**config.mk**
```make
export PLATFORM = sky130hd
export DESIGN_NAME = autoneg_next_page_regs
export DESIGN_NICKNAME = d
export VERILOG_FILES = /design/src/design/an_np_pkg.sv /design/src/design/mdio_frame.sv /design/src/design/autoneg_next_page_regs.sv
export SDC_FILE = /design/constraint.sdc
export NUM_CORES = 1
export LEC_CHECK = 0
export ABC_AREA = 0
export BUFFER_PORTS_ARGS = -buffer_cell sky130_fd_sc_hd__buf_2
export CORE_MARGIN = 4
export CORE_UTILIZATION = 25
export DETAILED_ROUTE_END_ITERATION = 8
export GPL_TIMING_DRIVEN = 0
export PLACE_DENSITY = 0.47
export SYNTH_ARGS = -nofsm -noshare
export SYNTH_HDL_FRONTEND = slang
export SYNTH_SLANG_ARGS = --single-unit
```
**constraint.sdc**
```tcl
create_clock -name core_clk -period 2.7 [get_ports core_clk]
set_input_delay 0.135 -clock core_clk [delete_from_list [all_inputs] [get_ports core_clk]]
set_output_delay 0.135 -clock core_clk [all_outputs]
set_load 0.005 [all_outputs]
```
**src/design/an_np_pkg.sv**
```systemverilog
// constants, field layouts and carrier types for the next page register bank
// assumes a single core clock and a serial management frame decoder in front
// How it works
// - page-received and parallel-fault flags latch high
// - partner next-page and autoneg ability reported read-only
// - own next-page ability reads one, upper zero
// - more-pages, message, ack2 writable; bit14 zero
// - toggle bits read-only, kept by device
// - writable eleven-bit code field, reset one
// - received partner page exposed read-only
package an_np_pkg;

  // register offsets
  localparam logic [4:0]  REG_EXPANSION  = 5'h06;
  localparam logic [4:0]  REG_NP_TX      = 5'h07;
  localparam logic [4:0]  REG_NP_RX      = 5'h08;

  // expansion register bit positions
  localparam int          BIT_PAR_FAULT  = 4;
  localparam int          BIT_LP_NP_ABLE = 3;
  localparam int          BIT_NP_ABLE    = 2;
  localparam int          BIT_PAGE_RX    = 1;
  localparam int          BIT_LP_AN_ABLE = 0;

  // next page register bit positions
  localparam int          BIT_MORE       = 15;
  localparam int          BIT_RSVD       = 14;
  localparam int          BIT_MSG        = 13;
  localparam int          BIT_ACK2       = 12;
  localparam int          BIT_TOGGLE     = 11;
  localparam int          CODE_W         = 11;

  // reset values
  localparam logic        NP_ABLE_VALUE  = 1'b1;
  localparam logic        TX_MORE_RST    = 1'b0;
  localparam logic        TX_MSG_RST     = 1'b1;
  localparam logic        TX_ACK2_RST    = 1'b0;
  localparam logic [10:0] TX_CODE_RST    = 11'h001;

  // management frame layout
  localparam logic [5:0]  PREAMBLE_BITS  = 6'h20;
  localparam logic [4:0]  HDR_BITS       = 5'h0e;
  localparam logic [4:0]  TA_BITS        = 5'h02;
  localparam logic [4:0]  DATA_BITS      = 5'h10;
  localparam logic [1:0]  FRAME_START    = 2'b01;
  localparam logic [1:0]  OP_READ        = 2'b10;
  localparam logic [1:0]  OP_WRITE       = 2'b01;

  typedef struct packed {
    logic              more_pages;
    logic              msg_page;
    logic              ack2;
    logic              toggle;
    logic [CODE_W-1:0] code;
  } np_page_t;

  typedef struct packed {
    logic        rd;
    logic        wr;
    logic [4:0]  addr;
    logic [15:0] wdata;
  } mgmt_req_t;

  // register image of a page; reserved bit 14 always zero
  function automatic logic [15:0] page_word(input np_page_t p);
    page_word = {p.more_pages, 1'b0, p.msg_page, p.ack2, p.toggle, p.code};
  endfunction : page_word

endpackage : an_np_pkg

```
**src/design/mdio_frame.sv**
```systemverilog
// serial management frame decoder: preamble, header, turnaround, data
// assumes mdc and mdio_in already synchronous to core_clk and slow against it
`timescale 1ns/1ps
`default_nettype none
module mdio_frame
  import an_np_pkg::*;
(
  input  wire logic              core_clk,
  input  wire logic              sys_rst,
  input  wire logic [4:0]        phy_addr,
  input  wire logic              mdc,
  input  wire logic              mdio_in,
  output var  logic              mdio_out,
  output var  logic              mdio_oe,
  output var  an_np_pkg::mgmt_req_t req,
  input  wire logic [15:0]       rd_data
);
  import an_np_pkg::*;

  typedef enum logic [1:0] {st_idle, st_hdr, st_ta, st_data} frame_state_t;

  frame_state_t state, next_state;
  logic         mdc_prev;
  logic         rise;
  logic [5:0]   ones_cnt, next_ones_cnt;
  logic [4:0]   bit_cnt, next_bit_cnt;
  logic [13:0]  hdr, next_hdr;
  logic [15:0]  data_sr, next_data_sr;
  logic         is_read, next_is_read;
  logic         hit, next_hit;
  logic         next_mdio_out, next_mdio_oe;
  mgmt_req_t    next_req;
  logic [13:0]  hdr_full;

  assign rise     = mdc & ~mdc_prev;
  assign hdr_full = {hdr[12:0], mdio_in};

  ////////////////////////////////////////////////////////////////////////
  // frame sequencing on each rising management clock edge
  always_comb begin
    next_state    = state;
    next_ones_cnt = ones_cnt;
    next_bit_cnt  = bit_cnt;
    next_hdr      = hdr;
    next_data_sr  = data_sr;
    next_is_read  = is_read;
    next_hit      = hit;
    next_mdio_out = mdio_out;
    next_mdio_oe  = mdio_oe;
    next_req      = '0;
    // read data is captured the cycle after the request
    if (req.rd) begin
      next_data_sr = rd_data;
    end
    if (rise) begin
      case (state)
        st_idle: begin
          if (mdio_in) begin
            if (ones_cnt != PREAMBLE_BITS) next_ones_cnt = ones_cnt + 6'h01;
          end else begin
            if (ones_cnt == PREAMBLE_BITS) begin
              next_state   = st_hdr;
              next_hdr     = '0;
              next_bit_cnt = 5'h01;
            end
            next_ones_cnt = '0;
          end
        end
        st_hdr: begin
          next_hdr     = hdr_full;
          next_bit_cnt = bit_cnt + 5'h01;
          if (bit_cnt == HDR_BITS - 5'h01) begin
            next_bit_cnt = '0;
            next_hit     = (hdr_full[9:5] == phy_addr);
            next_is_read = (hdr_full[11:10] == OP_READ);
            // bad start or opcode drops back to preamble hunt
            if (hdr_full[13:12] != FRAME_START ||
                (hdr_full[11:10] != OP_READ && hdr_full[11:10] != OP_WRITE)) begin
              next_state = st_idle;
            end else begin
              next_state = st_ta;
              if (hdr_full[9:5] == phy_addr && hdr_full[11:10] == OP_READ) begin
                next_req.rd   = 1'b1;
                next_req.addr = hdr_full[4:0];
              end
            end
          end
        end
        st_ta: begin
          next_bit_cnt = bit_cnt + 5'h01;
          if (is_read && hit) begin
            next_mdio_oe = 1'b1;
            if (bit_cnt == 5'h00) begin
              next_mdio_out = 1'b0;
            end else begin
              next_mdio_out = data_sr[15];
              next_data_sr  = {data_sr[14:0], 1'b0};
            end
          end
          if (bit_cnt == TA_BITS - 5'h01) begin
            next_state   = st_data;
            next_bit_cnt = '0;
          end
        end
        st_data: begin
          next_bit_cnt = bit_cnt + 5'h01;
          if (is_read) begin
            next_mdio_out = data_sr[15];
            next_data_sr  = {data_sr[14:0], 1'b0};
          end else begin
            next_data_sr = {data_sr[14:0], mdio_in};
          end
          if (bit_cnt == DATA_BITS - 5'h01) begin
            next_state    = st_idle;
            next_mdio_oe  = 1'b0;
            next_mdio_out = 1'b0;
            next_ones_cnt = '0;
            if (!is_read && hit) begin
              next_req.wr    = 1'b1;
              next_req.addr  = hdr[4:0];
              next_req.wdata = {data_sr[14:0], mdio_in};
            end
          end
        end
        default: begin
          next_state = st_idle;
        end
      endcase
    end
  end

  // registers only
  always_ff @(posedge core_clk or posedge sys_rst) begin
    if (sys_rst) begin
      state    <= st_idle;
      mdc_prev <= 1'b0;
      ones_cnt <= '0;
      bit_cnt  <= '0;
      hdr      <= '0;
      data_sr  <= '0;
      is_read  <= 1'b0;
      hit      <= 1'b0;
      mdio_out <= 1'b0;
      mdio_oe  <= 1'b0;
      req      <= '0;
    end else begin
      state    <= next_state;
      mdc_prev <= mdc;
      ones_cnt <= next_ones_cnt;
      bit_cnt  <= next_bit_cnt;
      hdr      <= next_hdr;
      data_sr  <= next_data_sr;
      is_read  <= next_is_read;
      hit      <= next_hit;
      mdio_out <= next_mdio_out;
      mdio_oe  <= next_mdio_oe;
      req      <= next_req;
    end
  end

endmodule : mdio_frame
`default_nettype wire

```
**src/design/autoneg_next_page_regs.sv**
```systemverilog
// next page exchange register bank: expansion, transmit page, partner page
// assumes the arbitration logic drives one-cycle event pulses on core_clk
`timescale 1ns/1ps
`default_nettype none
module autoneg_next_page_regs
  import an_np_pkg::*;
(
  input  wire logic                 core_clk,
  input  wire logic                 sys_rst,
  input  wire logic [4:0]           phy_addr,
  input  wire logic                 mdc,
  input  wire logic                 mdio_in,
  output var  logic                 mdio_out,
  output var  logic                 mdio_oe,
  input  wire logic                 page_rx_valid,
  input  wire an_np_pkg::np_page_t  page_rx,
  input  wire logic                 par_fault_event,
  input  wire logic                 partner_np_able,
  input  wire logic                 partner_an_able,
  output var  an_np_pkg::np_page_t  tx_page,
  output var  logic                 tx_page_pending,
  input  wire logic                 tx_page_taken
);
  import an_np_pkg::*;

  mgmt_req_t   req;
  logic [15:0] rd_data;
  logic        flag_page_rx, next_flag_page_rx;
  logic        flag_par_fault, next_flag_par_fault;
  logic        lp_np_able, next_lp_np_able;
  logic        lp_an_able, next_lp_an_able;
  np_page_t    next_tx_page;
  np_page_t    rx_page, next_rx_page;
  logic        next_tx_page_pending;
  logic        clr_expansion;
  logic        wr_tx;
  logic [15:0] expansion_word;

  ////////////////////////////////////////////////////////////////////////
  // management frame front end
  mdio_frame u_frame (
    .core_clk (core_clk),
    .sys_rst  (sys_rst),
    .phy_addr (phy_addr),
    .mdc      (mdc),
    .mdio_in  (mdio_in),
    .mdio_out (mdio_out),
    .mdio_oe  (mdio_oe),
    .req      (req),
    .rd_data  (rd_data)
  );

  assign clr_expansion = req.rd && (req.addr == REG_EXPANSION);
  assign wr_tx         = req.wr && (req.addr == REG_NP_TX);

  always_comb begin
    expansion_word                 = '0;
    expansion_word[BIT_PAR_FAULT]  = flag_par_fault;
    expansion_word[BIT_LP_NP_ABLE] = lp_np_able;
    expansion_word[BIT_NP_ABLE]    = NP_ABLE_VALUE;
    expansion_word[BIT_PAGE_RX]    = flag_page_rx;
    expansion_word[BIT_LP_AN_ABLE] = lp_an_able;
  end

  // read mux; offsets outside this bank answer zero
  always_comb begin
    case (req.addr)
      REG_EXPANSION: rd_data = expansion_word;
      REG_NP_TX:     rd_data = page_word(tx_page);
      REG_NP_RX:     rd_data = page_word(rx_page);
      default:       rd_data = 16'h0000;
    endcase
  end

  ////////////////////////////////////////////////////////////////////////
  // status and page state
  always_comb begin
    // latch high, read clears, set wins
    next_flag_page_rx   = page_rx_valid | (flag_page_rx & ~clr_expansion);
    next_flag_par_fault = par_fault_event | (flag_par_fault & ~clr_expansion);
    next_lp_np_able     = partner_np_able;
    next_lp_an_able     = partner_an_able;
    next_rx_page        = page_rx_valid ? page_rx : rx_page;
    next_tx_page        = tx_page;
    if (wr_tx) begin
      next_tx_page.more_pages = req.wdata[BIT_MORE];
      next_tx_page.msg_page   = req.wdata[BIT_MSG];
      next_tx_page.ack2       = req.wdata[BIT_ACK2];
      next_tx_page.code       = req.wdata[CODE_W-1:0];
    end
    // toggle kept by device, flips per sent word
    if (tx_page_taken) begin
      next_tx_page.toggle = ~tx_page.toggle;
    end
    // new page pending until taken, write wins
    next_tx_page_pending = wr_tx | (tx_page_pending & ~tx_page_taken);
  end

  // registers only
  always_ff @(posedge core_clk or posedge sys_rst) begin
    if (sys_rst) begin
      flag_page_rx       <= 1'b0;
      flag_par_fault     <= 1'b0;
      lp_np_able         <= 1'b0;
      lp_an_able         <= 1'b0;
      rx_page            <= '0;
      tx_page.more_pages <= TX_MORE_RST;
      tx_page.msg_page   <= TX_MSG_RST;
      tx_page.ack2       <= TX_ACK2_RST;
      tx_page.toggle     <= 1'b0;
      tx_page.code       <= TX_CODE_RST;
      tx_page_pending    <= 1'b0;
    end else begin
      flag_page_rx    <= next_flag_page_rx;
      flag_par_fault  <= next_flag_par_fault;
      lp_np_able      <= next_lp_np_able;
      lp_an_able      <= next_lp_an_able;
      rx_page         <= next_rx_page;
      tx_page         <= next_tx_page;
      tx_page_pending <= next_tx_page_pending;
    end
  end

  ////////////////////////////////////////////////////////////////////////
  // checks

  property p_page_rx_latch;
    @(posedge core_clk) disable iff (sys_rst)
    page_rx_valid |=> flag_page_rx [*1] ##0 (rx_page == $past(page_rx));
  endproperty
  a_page_rx_latch: assert property (p_page_rx_latch) else $error("page flag or page lost");

  property p_fault_held;
    @(posedge core_clk) disable iff (sys_rst)
    (flag_par_fault && !clr_expansion) |=> flag_par_fault;
  endproperty
  a_fault_held: assert property (p_fault_held) else $error("fault flag dropped unread");

  property p_read_clears;
    @(posedge core_clk) disable iff (sys_rst)
    (clr_expansion && !page_rx_valid && !par_fault_event)
      |=> !flag_page_rx && !flag_par_fault;
  endproperty
  a_read_clears: assert property (p_read_clears) else $error("flags not cleared by read");

  property p_partner_ability;
    @(posedge core_clk) disable iff (sys_rst)
    ##1 (expansion_word[BIT_LP_NP_ABLE] == $past(partner_np_able)) &&
        (expansion_word[BIT_LP_AN_ABLE] == $past(partner_an_able));
  endproperty
  a_partner_ability: assert property (p_partner_ability) else $error("ability bits wrong");

  property p_expansion_fixed;
    @(posedge core_clk) disable iff (sys_rst)
    clr_expansion |-> (rd_data[15:5] == 11'h000) && rd_data[BIT_NP_ABLE];
  endproperty
  a_expansion_fixed: assert property (p_expansion_fixed) else $error("fixed bits wrong");

  property p_tx_write;
    @(posedge core_clk) disable iff (sys_rst)
    wr_tx |=> (page_word(tx_page) & 16'hb7ff) == ($past(req.wdata) & 16'hb7ff);
  endproperty
  a_tx_write: assert property (p_tx_write) else $error("transmit page write lost");

  property p_toggle_ro;
    @(posedge core_clk) disable iff (sys_rst)
    (wr_tx && !tx_page_taken) |=> $stable(tx_page.toggle) &&
      ((page_word(tx_page) & 16'h4000) == 16'h0000);
  endproperty
  a_toggle_ro: assert property (p_toggle_ro) else $error("toggle changed by write");

  property p_code_write;
    @(posedge core_clk) disable iff (sys_rst)
    wr_tx |=> tx_page.code == $past(req.wdata[CODE_W-1:0]);
  endproperty
  a_code_write: assert property (p_code_write) else $error("code field write lost");

  property p_rx_hold;
    @(posedge core_clk) disable iff (sys_rst)
    !page_rx_valid |=> $stable(rx_page);
  endproperty
  a_rx_hold: assert property (p_rx_hold) else $error("partner page changed unprompted");

  property p_pending;
    @(posedge core_clk) disable iff (sys_rst)
    wr_tx |=> tx_page_pending;
  endproperty
  a_pending: assert property (p_pending) else $error("written page not pending");

  property p_fault_set;
    @(posedge core_clk) disable iff (sys_rst)
    par_fault_event |=> flag_par_fault;
  endproperty
  a_fault_set: assert property (p_fault_set) else $error("fault not latched");

  property p_toggle_flip;
    @(posedge core_clk) disable iff (sys_rst)
    tx_page_taken |=> (tx_page.toggle != $past(tx_page.toggle));
  endproperty
  a_toggle_flip: assert property (p_toggle_flip) else $error("toggle not flipped");

  property p_pending_clear;
    @(posedge core_clk) disable iff (sys_rst)
    (tx_page_taken && !wr_tx) |=> !tx_page_pending;
  endproperty
  a_pending_clear: assert property (p_pending_clear) else $error("pending not cleared");

  // reserved bit and toggle as the station reads the transmit page back
  property p_tx_read_image;
    @(posedge core_clk) disable iff (sys_rst)
    (req.rd && (req.addr == REG_NP_TX)) |->
      (rd_data[BIT_RSVD] == 1'b0) && (rd_data[BIT_TOGGLE] == tx_page.toggle);
  endproperty
  a_tx_read_image: assert property (p_tx_read_image) else $error("tx image wrong");

  // reserved bit and toggle as the station reads the partner page back
  property p_rx_read_image;
    @(posedge core_clk) disable iff (sys_rst)
    (req.rd && (req.addr == REG_NP_RX)) |->
      (rd_data[BIT_RSVD] == 1'b0) && (rd_data[BIT_TOGGLE] == rx_page.toggle);
  endproperty
  a_rx_read_image: assert property (p_rx_read_image) else $error("rx image wrong");

endmodule : autoneg_next_page_regs
`default_nettype wire

```
# [Word-level counts from Yosys, hierarchy flattened]
# Index checks and enable logic that the tools add are counted.
[word_totals] regBits=105 input_bits=29 output_inout_bits=18 elab_cells=133
[classes] addsub=2 eq_ne=24 muxes=47 bitwise=11 reduce_logical=20
[ops] op="$mux W16" count=5
[ops] op="$pmux W16 S3" count=1
[ops] op="$mux W22" count=2
[ops] op="$mux W5" count=7
[ops] op="$pmux W16 S2" count=1
[ops] op="$mux W13" count=2
[ops] op="$pmux W13 S2" count=1
[ops] op="$mux W23" count=1
[ops] op="$pmux W5 S4" count=1
[ops] op="$mux W6" count=3
[ops] op="$reduce_and A4 Y1" count=4
[ops] op="$eq A5 B4 Y1 const B" count=3
[ops] op="$ne A2 B1 Y1 const B" count=7
[ops] op="$mux W1" count=12
[ops] op="$mux W2" count=6
[ops] op="$pmux W6 S2" count=1
[ops] op="$eq A5 B3 Y1 const B" count=2
[ops] op="$pmux W5 S2" count=1
[ops] op="$pmux W2 S4" count=1
[ops] op="$add A6 B1 Y6 const B" count=1
[ops] op="$eq A2 B2 Y1 const B" count=3
[ops] op="$eq A6 B6 Y1 const B" count=1
[ops] op="$logic_and A1 B1 Y1" count=6
[ops] op="$ne A6 B6 Y1 const B" count=1
[ops] op="18 further kinds" count=31

# [Longest topological paths before layout]
[depth] word_depth=7 depth_mapped=9

# [Hierarchy]
# A second synthesis with hierarchy kept.
[unflattened] hier_cells=408 area_unflattened_um2=4907.2
[by_module_without_submodules] module="mdio_frame" instances=1 cells_per_inst=303 area_each_um2=3308.2 seq_area_each_um2=1751.7
[by_module_without_submodules] module="autoneg_next_page_regs" instances=1 cells_per_inst=105 area_each_um2=1599.0 seq_area_each_um2=878.3

# [Least setup slack after synthesis]
# No wires, ideal clock.
[synth_path] path_type="register -> register" from="register u_frame.bit_cnt[0]" to="register u_frame.ones_cnt[5]" setup_time_ns=0.104 arrival_time_ns=2.045 required_time_ns=2.596 path_slack_ns=0.552 stages_incl_launch_ff=10 synth_period_minus_slack_ns=2.148 cell_sequence="dfrtp_1 -> ha_1 -> and3_1 -> ha_1 -> nor2b_4 -> or3_1 -> clkbuf_2 -> or2_0 -> buf_2 -> o41ai_2"
[synth_via] elab_chain_cells=3
[synth_rtl] item="start, declared" line_no="mdio_frame.sv:26" rtl="logic [4:0] bit_cnt, next_bit_cnt;"
[synth_rtl] item="start signal, assigned" line_no="mdio_frame.sv:150" rtl="bit_cnt <= next_bit_cnt;"
[synth_rtl] item="$eq A5 B4 Y1" line_no="mdio_frame.sv:113" rtl="if (bit_cnt == DATA_BITS - 5'h01) begin"
[synth_rtl] item="$ne A2 B1 Y1 (no source line)"
[synth_rtl] item="$reduce_and A4 Y1 (no source line)"
[synth_rtl] item="end signal, assigned" line_no="mdio_frame.sv:149" rtl="ones_cnt <= next_ones_cnt;"
[synth_rtl] item="end, declared" line_no="mdio_frame.sv:25" rtl="logic [5:0] ones_cnt, next_ones_cnt;"
# Every way passes these cells.
# A chain may end at the register's enable or synchronous reset.

# [Worst setup path in the final report]
# Same ends and word-level chain as after synthesis.

==> results_dict.tcl <==
set metrics [dict create \
    slowest_stage "dfrtp_1" \
    min_period_ns 2.37 \
    grt_pass1_vias 3457 \
    final-hold-violation-count 0 \
    setup_viol 0 \
    io_pins 47 \
    viasPerCell 4.71 \
    synth.most_common_cell "dfrtp_1" \
    vias 3356 \
    antenna_found_initial 0 \
    p_leak_uw 0.00254 \
    grt_pass1_wl_um 18400 \
    ys_types 58 \
    dieArea_mm2 0.0213 \
    wl_um 11000 \
    synth_seq_area_share 0.543 \
    cp.required_ns 2.95 \
    slew_viol_final 0 \
    multiInputGateArea_mm2 0.00199 \
    initial_utilization 0.254 \
    postCtsSetupRepairBufs 0 \
    nFillCells 1929 \
    die_w_um 146 \
    crit_chain "ha_1, and3_1, ha_1, nor2b_4, or3_1, clkbuf_2, or2_0, buf_2, o41ai_2" \
    yosys_warnings 0 \
    synth_edf_count 0 \
    tightest_slew_ns 0.690 \
    min_path_type "in -> reg" \
    synth_ff_type "dfrtp_1" \
    cts_tree "built" \
    insertion_delay_ns 0.35 \
    dpl.hpwl_um 7970 \
    drt_pre_antenna_iters 4 \
    path_buf_inv 2 \
    ctsLongestPathBuffers 2 \
    crit_path_end_kind "register" \
    dp_cells 690 \
    critPathKind "reg -> reg" \
    gp_congestion 0.788 \
    htreeDepth 3 \
    drc 0 \
    synth_commonest_cells "dfrtp_1 (101), mux2_2 (34), a22o_1 (32), nor2_1 (25), nand3_1 (22)" \
    drv_cap 0 \
    clock-sinks 103 \
    drive_gt1_frac 0.247 \
    rows 50 \
    io_buffers 44 \
    critPathMaxFanout 7 \
    avgSynthCellArea_um2 11.6 \
    setup_tns_ns 0 \
    status "completed" \
    crit_family "simple AND/OR/NAND/NOR gates" \
    syn_to_final_growth_pct 19.7 \
    crit_top_cell "ha_1" \
    fin_worst_skew_ns 0.0113 \
    layout.cells.non_filler 712 \
    ys_top_cells_by_area "dfrtp_1 (53%), mux2_2 (8.1%), a22o_1 (5.9%)" \
    grt_max_degree 43 \
    syn_nets 451 \
    wl_per_cell_um 15.4 \
    grtUsageTotal 0.106 \
    ys_seq_elements 103 \
    synth_top_area_share 0.532 \
    final_antenna_net_count 0 \
    fin_nets 514 \
    fmax_mhz 422 \
    cts.clk_slew.worst_paths_ns 0.07 \
    synthCells 410 \
    regArea_mm2 0.00258 \
    coreArea_mm2 0.0187 \
    power-per-cell-area_mw_per_mm2 751 \
    yosysTopAreaCell "dfrtp_1" \
    slowest_delay_ns 0.41 \
    cp.arrival_ns 2.62 \
    rsz0062_at_grt "false" \
    syn_area_mm2 0.00475 \
    numCtsBuffers 9 \
    cp-start-kind "register" \
    die_h_um 146 \
    diodes 0 \
    slew-limit-headroom 0.539 \
    ctsResizeCount 0 \
    vdd.ir_drop.worst_v 0.000252 \
    period_share 0.878 \
    cts-root-buf "clkbuf_16" \
    drt-initial-drc-count 160 \
    async_reset_ff_frac 1.00 \
    overflow 0 \
]
## worst register-to-register path, cell delays in order, from the launching register on
cell	delay (ns)
dfrtp_1	0.41
ha_1	0.22
and3_1	0.17
ha_1	0.25
nor2b_4	0.08
or3_1	0.31
clkbuf_2	0.17
or2_0	0.20
buf_2	0.16
o41ai_2	0.30
## what timing repair did
action / CTS / global route
hold buffers: 6 / 0
endpoints found under the hold margin: 28 / 0
endpoints found under the setup margin: 0 / 0
## per-stage QoR
step,hold slack [ns],area [um2],power (uW),util,setup WS (ns)
after floorplan,0.166,4760,2660,-,0.552
after global placement,0.246,5270,2910,0.282,0.335
after detailed placement,0.246,5310,2940,0.284,0.330
after CTS,0.00724,5690,4340,0.304,0.316
after global routing,0.0159,5690,4550,0.304,0.121
final,0.0173,5690,4270,0.304,0.330
## final cells by class
cell class,instances,share of cell area
Sequential cell,103,0.453
Multi-Input combinational cell,266,0.350
Timing Repair Buffer,52,0.0563
Tap cell,234,0.0515
Clock buffer,11,0.0444
Buffer,24,0.0211
Clock inverter,5,0.0119
Inverter,17,0.0119
## cells by family (layout without fill, tap and decap cells)
logic type      Yosys count  in the layout  synth area share
compound gates          106            106             0.165
xor+xnor                  6              6            0.0111
fa+ha+maj                12             12            0.0316
buf+inv                  41            109            0.0387
flops                   103            103             0.543
mux                      38             38            0.0890
simple gates            104            104             0.122
## sequential cells by signal, indices dropped and copies added, names as in the netlist, 5 cells and up, named ones only
register and flops:
u_frame.hdr 13, u_frame.req 21, tx_page 15, u_frame.ones_cnt 6
u_frame.data_sr 16, rx_page 15, u_frame.bit_cnt 5
## cell usage in the layout (no fill, tap or decap), types with 2 or more instances in the layout
cell type      count
nand3_1           22
inv_1             16
a21o_1             4
ha_1              12
a31oi_1           13
buf_12             2
dlygate4sd3_1      6
xnor2_1            5
dfstp_2            2
clkinvlp_4         2
o211ai_1           2
nor2_1            25
a32oi_1            4
nand2b_1           3
nor2b_1            3
clkbuf_1          15
dfrtp_1          101
buf_6              3
mux2_2            34
and2_1            15
and3_1             3
o21ai_0           12
mux2i_1            4
clkbuf_8           2
nor4b_1            2
buf_2             49
a22o_1            32
or3_1              2
nor3_1             4
nand2_1           10
a32o_1             2
o31ai_1            7
a21oi_1           18
clkbuf_16          9
## power breakdown
part | leakage, uW | internal [uW] | switching [uW]
Sequential | 0.00134 | 1750 | 216
Clock | 0.000154 | 777 | 586
Combinational | 0.00105 | 437 | 502
## metal layers
metal / up-vias / part of all wire / GRT usage
met5: - / 0 / 0
met4: 0 / 0.0086 / 0.0228
met3: 6 / 0.046 / 0.0336
met2: 57 / 0.49 / 0.177
met1: 1670 / 0.45 / 0.136
li1: 1623 / - / -
## worst paths after layout
check                                                from                         endpoint  slack [ns]  cells past startpoint
min reg2reg                        flag_page_rx$_DFF_PP0_           flag_page_rx$_DFF_PP0_        0.47                      1
min                                           page_rx[10]          rx_page[10]$_DFFE_PP0P_        0.02                      2
max in group asynchronous                         sys_rst           tx_page[0]$_DFFE_PP1P_        1.63                      4
min in group asynchronous                         sys_rst          rx_page[14]$_DFFE_PP0P_        0.41                      3
max reg2reg                u_frame.bit_cnt[0]$_DFFE_PP0P_  u_frame.ones_cnt[5]$_DFFE_PP0P_        0.33                      9
max                        u_frame.bit_cnt[0]$_DFFE_PP0P_  u_frame.ones_cnt[5]$_DFFE_PP0P_        0.33                      9
Power figures use the tool's default switching activity.
